`src/pkg/idtic_pkg.sv`:
```
// Constants, types and helpers for the isolated DIO timer and interrupt block
//
// Behaviour
// - Isolated outputs go low after power-on, hardware reset and software reset.
// - Host reads 16 isolated inputs and writes 16 isolated outputs.
// - First two timers chain into one 32-bit timer clocked at 10 MHz.
// - Third counter counts events up to 1 MHz on input channel 15.
// - Gates of all three counters are permanently active.
// - Three 16-bit down counters, the first two chained, accept counts from 2 to 65535.
// - Group 0 uses inputs 0, 4 and timer; group 1 uses 8, 12, counter.
// - Both groups may request together over one shared interrupt line.
// - 8-bit interrupt control register at base plus 32; write controls, read status.
// - Bits 1..0 select, 2 edge, 3 flag for group 0; same at 7..4.
// - Group 0 select: off, input 0, inputs 0 and 4, timer output.
// - Group 1 select: off, input 8, inputs 8 and 12, counter output.
// - Edge bit 1 triggers on rising source edge, 0 on falling edge.
// - Reading a flag returns 1 while that group has an interrupt pending.
// - Writing 1 to a flag clears its pending interrupt; writing 0 does nothing.
// - Counter data ports at base plus 24, 25, 26; control word at 27.
`default_nettype none

package idtic_pkg;

   localparam int unsigned SYS_CLK_HZ = 25_000_000;
   localparam int unsigned TICK_HZ    = 10_000_000;
   localparam int          ADDR_W     = 6;

   // Fractional divider from the system clock to the timer input rate
   localparam logic [25:0] TICK_STEP = 26'(TICK_HZ);
   localparam logic [25:0] TICK_WRAP = 26'(SYS_CLK_HZ);

   localparam logic [ADDR_W-1:0] OFS_DIO_LO    = 6'h00;
   localparam logic [ADDR_W-1:0] OFS_DIO_HI    = 6'h01;
   localparam logic [ADDR_W-1:0] OFS_CNT0      = 6'h18;
   localparam logic [ADDR_W-1:0] OFS_CTRL_WORD = 6'h1B;
   localparam logic [ADDR_W-1:0] OFS_INTC      = 6'h20;

   localparam int INTC_SEL0_LSB = 0;
   localparam int INTC_EDGE0    = 2;
   localparam int INTC_FLAG0    = 3;
   localparam int INTC_SEL1_LSB = 4;
   localparam int INTC_EDGE1    = 6;
   localparam int INTC_FLAG1    = 7;
   localparam int CW_SEL_LSB    = 6;
   localparam int CW_RW_LSB     = 4;
   localparam int CW_MODE_LSB   = 1;

   localparam logic [7:0]  INTC_RST  = 8'h00;
   localparam logic [15:0] DOUT_RST  = 16'h0000;
   localparam logic [1:0]  CW_READBACK = 2'h3;

   typedef enum logic [1:0] {
      IDTIC_SRC_OFF,
      IDTIC_SRC_A,
      IDTIC_SRC_AB,
      IDTIC_SRC_TMR
   } idtic_src_e;

   typedef enum logic [1:0] {
      IDTIC_RW_LATCH,
      IDTIC_RW_LSB,
      IDTIC_RW_MSB,
      IDTIC_RW_BOTH
   } idtic_rw_e;

   typedef struct packed {
      logic [15:0] count;
      logic [15:0] reload;
      logic [15:0] latch;
      logic [2:0]  mode;
      idtic_rw_e   rw;
      logic        out;
      logic        armed;
      logic        load_pend;
      logic        wr_hi;
      logic        rd_hi;
      logic        latched;
   } idtic_cnt_s;

   localparam idtic_cnt_s CNT_RST = '0;

   // Odd square-wave counts: high half gets one extra input period
   function automatic logic [15:0] idtic_start(input logic [15:0] reload, input logic sq, input logic hi);
      logic [15:0] v;
      v = reload;
      if (sq && reload[0])
         v = hi ? 16'(reload + 16'h0001) : 16'(reload - 16'h0001);
      return v;
   endfunction

endpackage

`default_nettype wire

```
`src/core/idtic_core.sv`:
```
// Isolated DIO card core: digital ports, three down counters, dual interrupt groups
`timescale 1ns/10ps
`default_nettype none

module idtic_core
   import idtic_pkg::*;
(
   // Clock and resets
   input  wire logic              sys_clk,
   input  wire logic              rst_n,
   input  wire logic              soft_rst,
   // Byte-wide register port from the bus bridge
   input  wire logic [ADDR_W-1:0] bus_addr,
   input  wire logic              bus_wr,
   input  wire logic              bus_rd,
   input  wire logic [7:0]        bus_wdata,
   output logic      [7:0]        bus_rdata,
   // Isolated pins
   input  wire logic [15:0]       isolated_input_channel,
   output logic      [15:0]       isolated_output_channel,
   // Shared interrupt line
   output logic                   irq
);

   ////////////////////////////////////////////////////////////////////////////
   // Bus decode
   wire logic sreset  = !rst_n || soft_rst;
   wire logic wr_dlo  = bus_wr && (bus_addr == OFS_DIO_LO);
   wire logic wr_dhi  = bus_wr && (bus_addr == OFS_DIO_HI);
   wire logic wr_cw   = bus_wr && (bus_addr == OFS_CTRL_WORD);
   wire logic wr_intc = bus_wr && (bus_addr == OFS_INTC);
   wire logic [1:0] cw_sel = bus_wdata[CW_SEL_LSB+:2];
   wire idtic_rw_e  cw_rw  = idtic_rw_e'(bus_wdata[CW_RW_LSB+:2]);
   wire logic [2:0] cw_mode = bus_wdata[CW_MODE_LSB+:3];

   logic [15:0] dout_ff;
   logic [7:0]  rdata_ff;
   logic [7:0]  intc_ff;
   logic [1:0]  flag_ff;
   logic        irq_ff;
   logic [25:0] tick_acc_ff;
   logic        tick10_ff;
   logic [2:0]  cout_prev_ff;
   logic        in15_prev_ff;
   logic [5:0]  src_prev_ff;

   ////////////////////////////////////////////////////////////////////////////
   // 10 MHz enable from 25 MHz: 2 ticks every 5 cycles, never adjacent
   wire logic [25:0] tick_sum = tick_acc_ff + TICK_STEP;
   wire logic        tick_hit = tick_sum >= TICK_WRAP;
   wire logic [25:0] nxt_tick_acc = tick_hit ? 26'(tick_sum - TICK_WRAP) : tick_sum;

   always_ff @(posedge sys_clk) begin
      if (sreset) begin
         tick_acc_ff <= '0;
         tick10_ff   <= 1'b0;
      end else begin
         tick_acc_ff <= nxt_tick_acc;
         tick10_ff   <= tick_hit;
      end
   end

   ////////////////////////////////////////////////////////////////////////////
   // Counters; gates are absent, so only bus writes to a counter inhibit counting
   idtic_cnt_s cnt_ff [3];
   logic [7:0] cnt_rbyte [3];
   wire logic [2:0] cout = {cnt_ff[2].out, cnt_ff[1].out, cnt_ff[0].out};
   wire logic [2:0] tick;
   assign tick[0] = tick10_ff;
   assign tick[1] = cout[0] && !cout_prev_ff[0];
   assign tick[2] = isolated_input_channel[15] && !in15_prev_ff;

   for (genvar i = 0; i < 3; i++) begin : g_cnt
      localparam logic [ADDR_W-1:0] MY_OFS = 6'(OFS_CNT0 + 6'(i));
      wire logic sel_me  = wr_cw && (cw_sel == 2'(i)) && (cw_sel != CW_READBACK);
      wire logic data_wr = bus_wr && (bus_addr == MY_OFS);
      wire logic data_rd = bus_rd && (bus_addr == MY_OFS);
      wire logic sq      = cnt_ff[i].mode[1:0] == 2'h3;
      wire logic rate    = cnt_ff[i].mode[1:0] == 2'h2;
      wire logic [15:0] rval = cnt_ff[i].latched ? cnt_ff[i].latch : cnt_ff[i].count;
      wire logic hi_byte = (cnt_ff[i].rw == IDTIC_RW_MSB) || ((cnt_ff[i].rw == IDTIC_RW_BOTH) && cnt_ff[i].rd_hi);
      assign cnt_rbyte[i] = hi_byte ? rval[15:8] : rval[7:0];

      always_ff @(posedge sys_clk) begin
         if (sreset) begin
            cnt_ff[i] <= CNT_RST;
         end else begin
            if (sel_me) begin
               if (cw_rw == IDTIC_RW_LATCH) begin
                  if (!cnt_ff[i].latched)
                     cnt_ff[i].latch <= cnt_ff[i].count;
                  cnt_ff[i].latched <= 1'b1;
               end else begin
                  cnt_ff[i].mode      <= cw_mode;
                  cnt_ff[i].rw        <= cw_rw;
                  cnt_ff[i].out       <= cw_mode != 3'h0;
                  cnt_ff[i].armed     <= 1'b0;
                  cnt_ff[i].load_pend <= 1'b0;
                  cnt_ff[i].wr_hi     <= 1'b0;
                  cnt_ff[i].rd_hi     <= 1'b0;
                  cnt_ff[i].latched   <= 1'b0;
               end
            end else if (data_wr) begin
               unique case (cnt_ff[i].rw)
                  IDTIC_RW_LSB: begin
                     cnt_ff[i].reload    <= {8'h00, bus_wdata};
                     cnt_ff[i].load_pend <= 1'b1;
                  end
                  IDTIC_RW_MSB: begin
                     cnt_ff[i].reload    <= {bus_wdata, 8'h00};
                     cnt_ff[i].load_pend <= 1'b1;
                  end
                  IDTIC_RW_BOTH: begin
                     cnt_ff[i].wr_hi <= !cnt_ff[i].wr_hi;
                     if (!cnt_ff[i].wr_hi) begin
                        cnt_ff[i].reload[7:0] <= bus_wdata;
                        // First byte halts a mode 0 count, which otherwise runs past terminal count
                        if (cnt_ff[i].mode == 3'h0)
                           cnt_ff[i].armed <= 1'b0;
                     end else begin
                        cnt_ff[i].reload[15:8] <= bus_wdata;
                        cnt_ff[i].load_pend    <= 1'b1;
                     end
                  end
                  IDTIC_RW_LATCH: begin
                  end
               endcase
               if (cnt_ff[i].mode == 3'h0 && cnt_ff[i].rw != IDTIC_RW_LATCH)
                  cnt_ff[i].out <= 1'b0;
            end else if (tick[i]) begin
               if (cnt_ff[i].load_pend) begin
                  cnt_ff[i].count     <= idtic_start(cnt_ff[i].reload, sq, cnt_ff[i].out);
                  cnt_ff[i].load_pend <= 1'b0;
                  cnt_ff[i].armed     <= 1'b1;
               end else if (cnt_ff[i].armed) begin
                  if (sq) begin
                     // Exact match: odd full-scale reload starts at zero, meaning 65536
                     if (cnt_ff[i].count == 16'h0002) begin
                        cnt_ff[i].out   <= !cnt_ff[i].out;
                        cnt_ff[i].count <= idtic_start(cnt_ff[i].reload, 1'b1, !cnt_ff[i].out);
                     end else begin
                        cnt_ff[i].count <= 16'(cnt_ff[i].count - 16'h0002);
                     end
                  end else if (rate) begin
                     if (cnt_ff[i].count == 16'h0002) begin
                        cnt_ff[i].out   <= 1'b0;
                        cnt_ff[i].count <= 16'h0001;
                     end else if (cnt_ff[i].count == 16'h0001) begin
                        cnt_ff[i].out   <= 1'b1;
                        cnt_ff[i].count <= cnt_ff[i].reload;
                     end else begin
                        cnt_ff[i].count <= 16'(cnt_ff[i].count - 16'h0001);
                     end
                  end else begin
                     // Keeps decrementing past terminal count, output stays high
                     if (cnt_ff[i].count == 16'h0001)
                        cnt_ff[i].out <= 1'b1;
                     cnt_ff[i].count <= 16'(cnt_ff[i].count - 16'h0001);
                  end
               end
            end
            if (data_rd) begin
               if (cnt_ff[i].rw == IDTIC_RW_BOTH)
                  cnt_ff[i].rd_hi <= !cnt_ff[i].rd_hi;
               if (cnt_ff[i].latched && (cnt_ff[i].rw != IDTIC_RW_BOTH || cnt_ff[i].rd_hi))
                  cnt_ff[i].latched <= 1'b0;
            end
         end
      end
   end

   ////////////////////////////////////////////////////////////////////////////
   // Interrupt groups
   wire logic [5:0] src_now = {cout[2], isolated_input_channel[12], isolated_input_channel[8],
                               cout[1], isolated_input_channel[4], isolated_input_channel[0]};
   wire logic       edge0 = intc_ff[INTC_EDGE0];
   wire logic       edge1 = intc_ff[INTC_EDGE1];
   wire idtic_src_e sel0  = idtic_src_e'(intc_ff[INTC_SEL0_LSB+:2]);
   wire idtic_src_e sel1  = idtic_src_e'(intc_ff[INTC_SEL1_LSB+:2]);
   wire logic [5:0] rise  = src_now & ~src_prev_ff;
   wire logic [5:0] fall  = ~src_now & src_prev_ff;
   wire logic [2:0] ev0   = edge0 ? rise[2:0] : fall[2:0];
   wire logic [2:0] ev1   = edge1 ? rise[5:3] : fall[5:3];
   wire logic hit0 = (sel0 == IDTIC_SRC_A) ? ev0[0] :
                     (sel0 == IDTIC_SRC_AB) ? (ev0[0] || ev0[1]) :
                     (sel0 == IDTIC_SRC_TMR) ? ev0[2] : 1'b0;
   wire logic hit1 = (sel1 == IDTIC_SRC_A) ? ev1[0] :
                     (sel1 == IDTIC_SRC_AB) ? (ev1[0] || ev1[1]) :
                     (sel1 == IDTIC_SRC_TMR) ? ev1[2] : 1'b0;
   wire logic [1:0] clr = {2{wr_intc}} & {bus_wdata[INTC_FLAG1], bus_wdata[INTC_FLAG0]};
   // A new edge wins over a clear in the same cycle
   wire logic [1:0] nxt_flag = {hit1, hit0} | (flag_ff & ~clr);
   wire logic [7:0] intc_rd = {flag_ff[1], intc_ff[6:4], flag_ff[0], intc_ff[2:0]};

   ////////////////////////////////////////////////////////////////////////////
   // Read mux, outputs and register state
   wire logic [7:0] nxt_rdata =
      (bus_addr == OFS_DIO_LO)     ? isolated_input_channel[7:0] :
      (bus_addr == OFS_DIO_HI)     ? isolated_input_channel[15:8] :
      (bus_addr == OFS_CNT0)       ? cnt_rbyte[0] :
      (bus_addr == 6'(OFS_CNT0 + 6'h01)) ? cnt_rbyte[1] :
      (bus_addr == 6'(OFS_CNT0 + 6'h02)) ? cnt_rbyte[2] :
      (bus_addr == OFS_INTC)       ? intc_rd : 8'h00;

   always_ff @(posedge sys_clk) begin
      if (sreset) begin
         dout_ff      <= DOUT_RST;
         rdata_ff     <= 8'h00;
         intc_ff      <= INTC_RST;
         flag_ff      <= 2'h0;
         irq_ff       <= 1'b0;
         cout_prev_ff <= 3'h0;
         in15_prev_ff <= 1'b0;
         src_prev_ff  <= 6'h00;
      end else begin
         if (wr_dlo)
            dout_ff[7:0] <= bus_wdata;
         if (wr_dhi)
            dout_ff[15:8] <= bus_wdata;
         if (bus_rd)
            rdata_ff <= nxt_rdata;
         if (wr_intc)
            intc_ff <= bus_wdata;
         flag_ff      <= nxt_flag;
         irq_ff       <= |nxt_flag;
         cout_prev_ff <= cout;
         in15_prev_ff <= isolated_input_channel[15];
         src_prev_ff  <= src_now;
      end
   end

   assign isolated_output_channel = dout_ff;
   assign bus_rdata               = rdata_ff;
   assign irq                     = irq_ff;
endmodule

`default_nettype wire

```
`config.mk`:
```
export PLATFORM = sky130hd
export DESIGN_NAME = idtic_core
export DESIGN_NICKNAME = d
export VERILOG_FILES = /design/src/pkg/idtic_pkg.sv /design/src/core/idtic_core.sv
export SDC_FILE = /design/constraint.sdc
export NUM_CORES = 1
export LEC_CHECK = 0
export ABC_AREA = 1
export BUFFER_PORTS_ARGS = -buffer_cell sky130_fd_sc_hd__buf_2
export CAP_MARGIN = 20
export CORE_ASPECT_RATIO = 0.75
export CORE_MARGIN = 2
export CORE_UTILIZATION = 45
export DETAILED_ROUTE_END_ITERATION = 8
export MAX_ROUTING_LAYER = met4
export SETUP_SLACK_MARGIN = 0.3
export SYNTH_ARGS = -nofsm -noshare
export SYNTH_HDL_FRONTEND = slang
export SYNTH_SLANG_ARGS = --single-unit
```
`constraint.sdc`:
```
create_clock -name sys_clk -period 4.76 [get_ports sys_clk]
set_input_delay 0.476 -clock sys_clk [delete_from_list [all_inputs] [get_ports sys_clk]]
set_output_delay 0.476 -clock sys_clk [all_outputs]
set_load 0.005 [all_outputs]
```
* Word level (Yosys, flattened, before mapping) *
Memories as Yosys holds them, arrays and structs flattened.
Index checks and enable logic that the tools add are counted.

word-level totals
  input port bits = 35
  word-level logic and storage cells = 812
  output and inout bits = 25
  bits in registers = 69
  bits in writable memories = 177
  memories kept = 1

memories
  name    words  bits a word  rd ports  clocked after Yosys merged registers in  write ports  line              RTL
  cnt_ff  3      59           3         0                                        3            idtic_core.sv:65  idtic_cnt_s cnt_ff [3];

operators by class
  $lt $le $gt $ge = 1
  equal/unequal tests = 39
  reduce and logical (&&, ||, !) cells = 62
  muxes and demuxes = 571
  $add $sub $neg = 14
  bitwise operators = 113

operators by type and width
  operator                number
  $mux 16                 84
  $mux 1                  463
  $mux 8                  15
  $or 1x1->1              105
  $sub 16x1->16 const B   6
  $add 16x1->16 const B   3
  $eq 16x1->1 const B     3
  $eq 16x2->1 const B     3
  $sub 16x2->16 const B   3
  $eq 2x2->1 const B      17
  $logic_and 1x1->1       30
  $add 26x24->26 const B  1
  $ge 26x25->1 const B    1
  $mux 26                 1
  $sub 26x25->26 const B  1
  $eq 6x5->1 const B      4
  $mux 3                  5
  $and 6x6->6             2
  $eq 2x1->1 const B      6
  $logic_not 1->1         12
  $not 6->6               2
  $logic_not 3->1         3
  $logic_or 1x1->1        9
  $ne 2x2->1 const B      4
  11 further kinds        17

* Logic depth before layout (Yosys ltp) *
An unclocked memory read counts as a cell.

  depth in word-level cells = 18
  mapped depth = 19
  gate-level depth less buffers = 18

* Worst setup path before layout *
Ideal clock, no wire load.

  path type = input to register
  start point = input port bus_addr[0]
  end point = memory cnt_ff[1][11] (netlist bit), enable pin
  arrival time = 2.425 ns
  cell stages on the path = 7
  setup time = 0.414 ns
  path slack = 1.921 ns
  required time = 4.346 ns
  path through = buf_2 > nand2_1 > nor2_1 > nand3_1 > nor3_2 > inv_1 > o31ai_1

RTL lines
  what                line              RTL
  start: declaration  idtic_core.sv:13  input wire logic [ADDR_W-1:0] bus_addr,
  end: declaration    idtic_core.sv:65

==> flow_summary_export.csv <==
group,metric,value,unit
detailed_routing,antenna_left,0,
detailed_routing,firstDrtPassIters,6,
clock_tree,cts_tree,"yes",
die,ios,60,
clock_tree,clkSinkCount,239,
sta,setup_viol,0,
logic_synthesis,yosysTopAreaCellShare,28.1,%
detailed_routing,routed_wirelength,62100,µm
logic_synthesis,synth-seq-cells,239,
sta,fin_crit,3.38,ns
logic_synthesis,yosys-top-cells-area,"edfxtp_1 (28%), nand2_1 (12%), nor2_1 (7.7%)",
global_routing,grt_pass1_vias,17370,
critical_path,cp_cell_sequence,"clkinv_1 > nor2_1 > buf_4 > inv_1 > a21oi_1 > nand2_1 > nand2_1 > nand3b_1 > a21oi_1",
placed_design,port_buffers,59,
placed_design,gp_congestion,0.987,
detailed_routing,via_per_inst,5.65,
global_routing,grtUsageTotal,28.9,%
run_status,status,"finished, final reports clean",
die,start_util,45.3,%
sta,finClkSkew,0.0442,ns
logic_synthesis,syn_area,0.0189,mm²
die,die_w,241,µm
clock_tree,path_clk_slew,0.06,ns
die,num_rows,65,
power_and_ir_drop,p_clk_share,39.8,%
power_and_ir_drop,leakage,0.00847,µW
critical_path,end_kind,"register",
critical_path,critPathLaunchType,"register",
sta,finalHoldViolations,0,
clock_tree,post_cts_buffers,0,
power_and_ir_drop,seqPwrFrac,44.4,%
logic_synthesis,post-synth-top-count-cell,"nand2_1",
clock_tree,cts_resized,0,
sta,tightest_slew,1.17,ns
logic_synthesis,synth_nets,2843,
power_and_ir_drop,ir_drop,0.264,mV
critical_path,critPathRequiredTime,5.17,ns
die,dieArea,0.0437,mm²
logic_synthesis,seq_area_frac_synth,34.7,%
cells_and_area,fillers,4307,
critical_path,crit_type,"register to register",
die,core_area,0.0417,mm²
logic_synthesis,synthTopCellsByCount,"nand2_1 (607), nor2_1 (386), inv_1 (262)",
global_routing,antenna_found_initial,2,
power_and_ir_drop,power_switching,1690,µW
logic_synthesis,yosysUniqueCellTypes,56,
clock_tree,cts_buffer_depth,3,
detailed_routing,num_vias,19039,
cells_and_area,drive_above_1_share,9.26,%
logic_synthesis,synth-edff-count,177,
critical_path,cp.arrival,3.78,ns
placed_design,dp_hpwl,47700,µm
cells_and_area,fin_util,49.2,%
global_routing,grt_start_max_net_pins,49,
logic_synthesis,synth_area_leader_cell,"edfxtp_1",
sta,relSlewSlack,21.7,%
clock_tree,cts_made_buffers,28,
critical_path,critical_path.slowest_cell,"edfxtp_1",
clock_tree,cts-root-buf,"clkbuf_16",
cells_and_area,syn_to_final_growth,8.60,%
clock_tree,hold_buffers,0,
sta,rsz0062_at_grt,"no",
logic_synthesis,ys_warn_count,0,
min_path,hold_class,"primary input to register",
power_and_ir_drop,p_sw_share,30.6,%
power_and_ir_drop,power_density,269,mW/mm²
clock_tree,h-tree-depth,1,
logic_synthesis,avgSynthCellArea,6.80,µm²
logic_synthesis,async_reset_ff_share,0,%
detailed_routing,drc,0,
cells_and_area,layout.nets,2836,
logic_synthesis,ys.flop_type,"edfxtp_1",
job,maxCapViolations,0,
sta,maxSlewViolCount,0,
critical_path,cp_max_fo,21,
sta,timing.final.crit_share,70.9,%
detailed_routing,wl_per_cell,18.4,µm
power_and_ir_drop,pwr-share-comb,15.9,%
clock_tree,worstSkewPairLatency,0.59,ns
sta,finalSetupTns,0,ns
global_routing,grt_pass1_wl,96800,µm
logic_synthesis,synthCells,2783,
global_routing,grt_overflow_total,0,
detailed_routing,drtIter0Drc,1883,
sta,max_freq,0.296,GHz
power_and_ir_drop,cell_internal_pwr,3830,µW
die,dieHeight,182,µm
critical_path,critPathMaxStageDelay,0.80,ns
## critical path: cells and delay by family (launching register included)
| kind | cells | cell delay (ns) |
|---|---|---|
| buffers and inverters | 3 | 1.12 |
| AND/OR/NAND/NOR | 4 | 0.97 |
| flip-flops | 1 | 0.80 |
| AO/OA/AOI/OAI | 2 | 0.32 |
## power groups by stage
stage | registers [µW] | logic, µW | clock network (µW)
2_1_floorplan | 2420 | 679 | 0
3_3_place_gp | 2490 | 851 | 0
3_5_place_dp | 2490 | 860 | 0
4_1_cts | 2450 | 865 | 2230
5_1_grt | 2460 | 983 | 2310
6_report | 2450 | 876 | 2200
## cells by family (layout without fill, tap and decap cells)
kind of cell | count (synthesis) | after routing | synth area share [%]
AO/OA/AOI/OAI | 531 | 531 | 16.0
XOR/XNOR | 110 | 110 | 5.09
adder cells (fa/ha/maj) | 25 | 25 | 1.65
buffers and inverters | 426 | 440 | 8.87
flip-flops | 239 | 239 | 34.7
other | 0 | 2 | 0
AND/OR/NAND/NOR | 1452 | 1452 | 33.8
## sequential cells by signal, summed over array words and instances (netlist names)
register and flops:
intc_ff 6, isolated_output_channel 16, src_prev_ff 6, flag_ff 2, cnt_ff 177, in15_prev_ff 1, cout_prev_ff 1, irq 1
tick10_ff 1, bus_rdata 8, tick_acc_ff 20
## area by class of cell
| type | instances | area (µm²) | area share, % |
|---|---|---|---|
| diodes | 2 | 5.00 | 0.0244 |
| clock buffers | 40 | 851 | 4.14 |
| clock inverters | 11 | 91.3 | 0.445 |
| inverters | 304 | 1140 | 5.56 |
| multi-input cells | 2118 | 10700 | 52.1 |
| flip-flops and latches | 239 | 6560 | 31.9 |
| well taps | 569 | 712 | 3.47 |
| repair buffers | 85 | 488 | 2.38 |
## worst paths after layout
| kind | end | slack, ns | cells past startpoint | from |
|---|---|---|---|---|
| worst min-delay path | in15_prev_ff | 0.19 | 3 | isolated_input_channel[15] |
| worst max-delay path | cnt_ff[1][58] | 1.38 | 9 | cnt_ff[1][27] |
| worst min register to register | bus_rdata[4] | 0.46 | 2 | bus_rdata[4] |
| worst max register to register | cnt_ff[1][58] | 1.38 | 9 | cnt_ff[1][27] |
## placed cells by master, fill, tap and decap left out, types with 5 or more instances in the layout
cell / instances
nand2_1: 607
nor2_1: 386
inv_1: 262
nand3_1: 255
o21ai_0: 198
a21oi_1: 188
edfxtp_1: 177
xor2_1: 108
nor3_1: 76
o211ai_1: 69
dfxtp_1: 62
buf_2: 60
inv_2: 34
nand4_1: 34
clkbuf_16: 32
nand2_2: 26
ha_1: 25
buf_4: 25
nor2_2: 15
o21ai_2: 10
nor2_4: 9
clkinv_1: 9
a31oi_1: 9
nand3_2: 8
o21ai_1: 8
o22ai_1: 8
o2111ai_1: 8
a211oi_1: 7
or2_2: 6
nand3b_1: 6
nor4_1: 6
clkbuf_1: 6
clkinv_2: 5
## metrics by stage
step | setup slack (ns) | cells | power (µW) | instance area, µm² | hold WS [ns]
after floorplan | 1.92 | 2783 | 3100 | 18900 | 0.462
after global placement | 1.35 | 3314 | 3340 | 19600 | 0.456
after detailed placement | 1.29 | 3315 | 3350 | 19600 | 0.455
after CTS | 1.40 | 3366 | 5540 | 20500 | 0.167
after global routing | 1.08 | 3368 | 5750 | 20500 | 0.181
final | 1.38 | 3368 | 5520 | 20500 | 0.190
## metal layers
layer | up-vias | routed length [µm] | global-route usage, %
li1 | 9299 | - | -
met4 | 0 | 1880 | 8.52
met3 | 96 | 5060 | 4.36
met5 | - | 0 | -
met1 | 8883 | 29200 | 42.4
met2 | 761 | 25900 | 40.8
No activity file was read; power rests on OpenSTA's default activity.
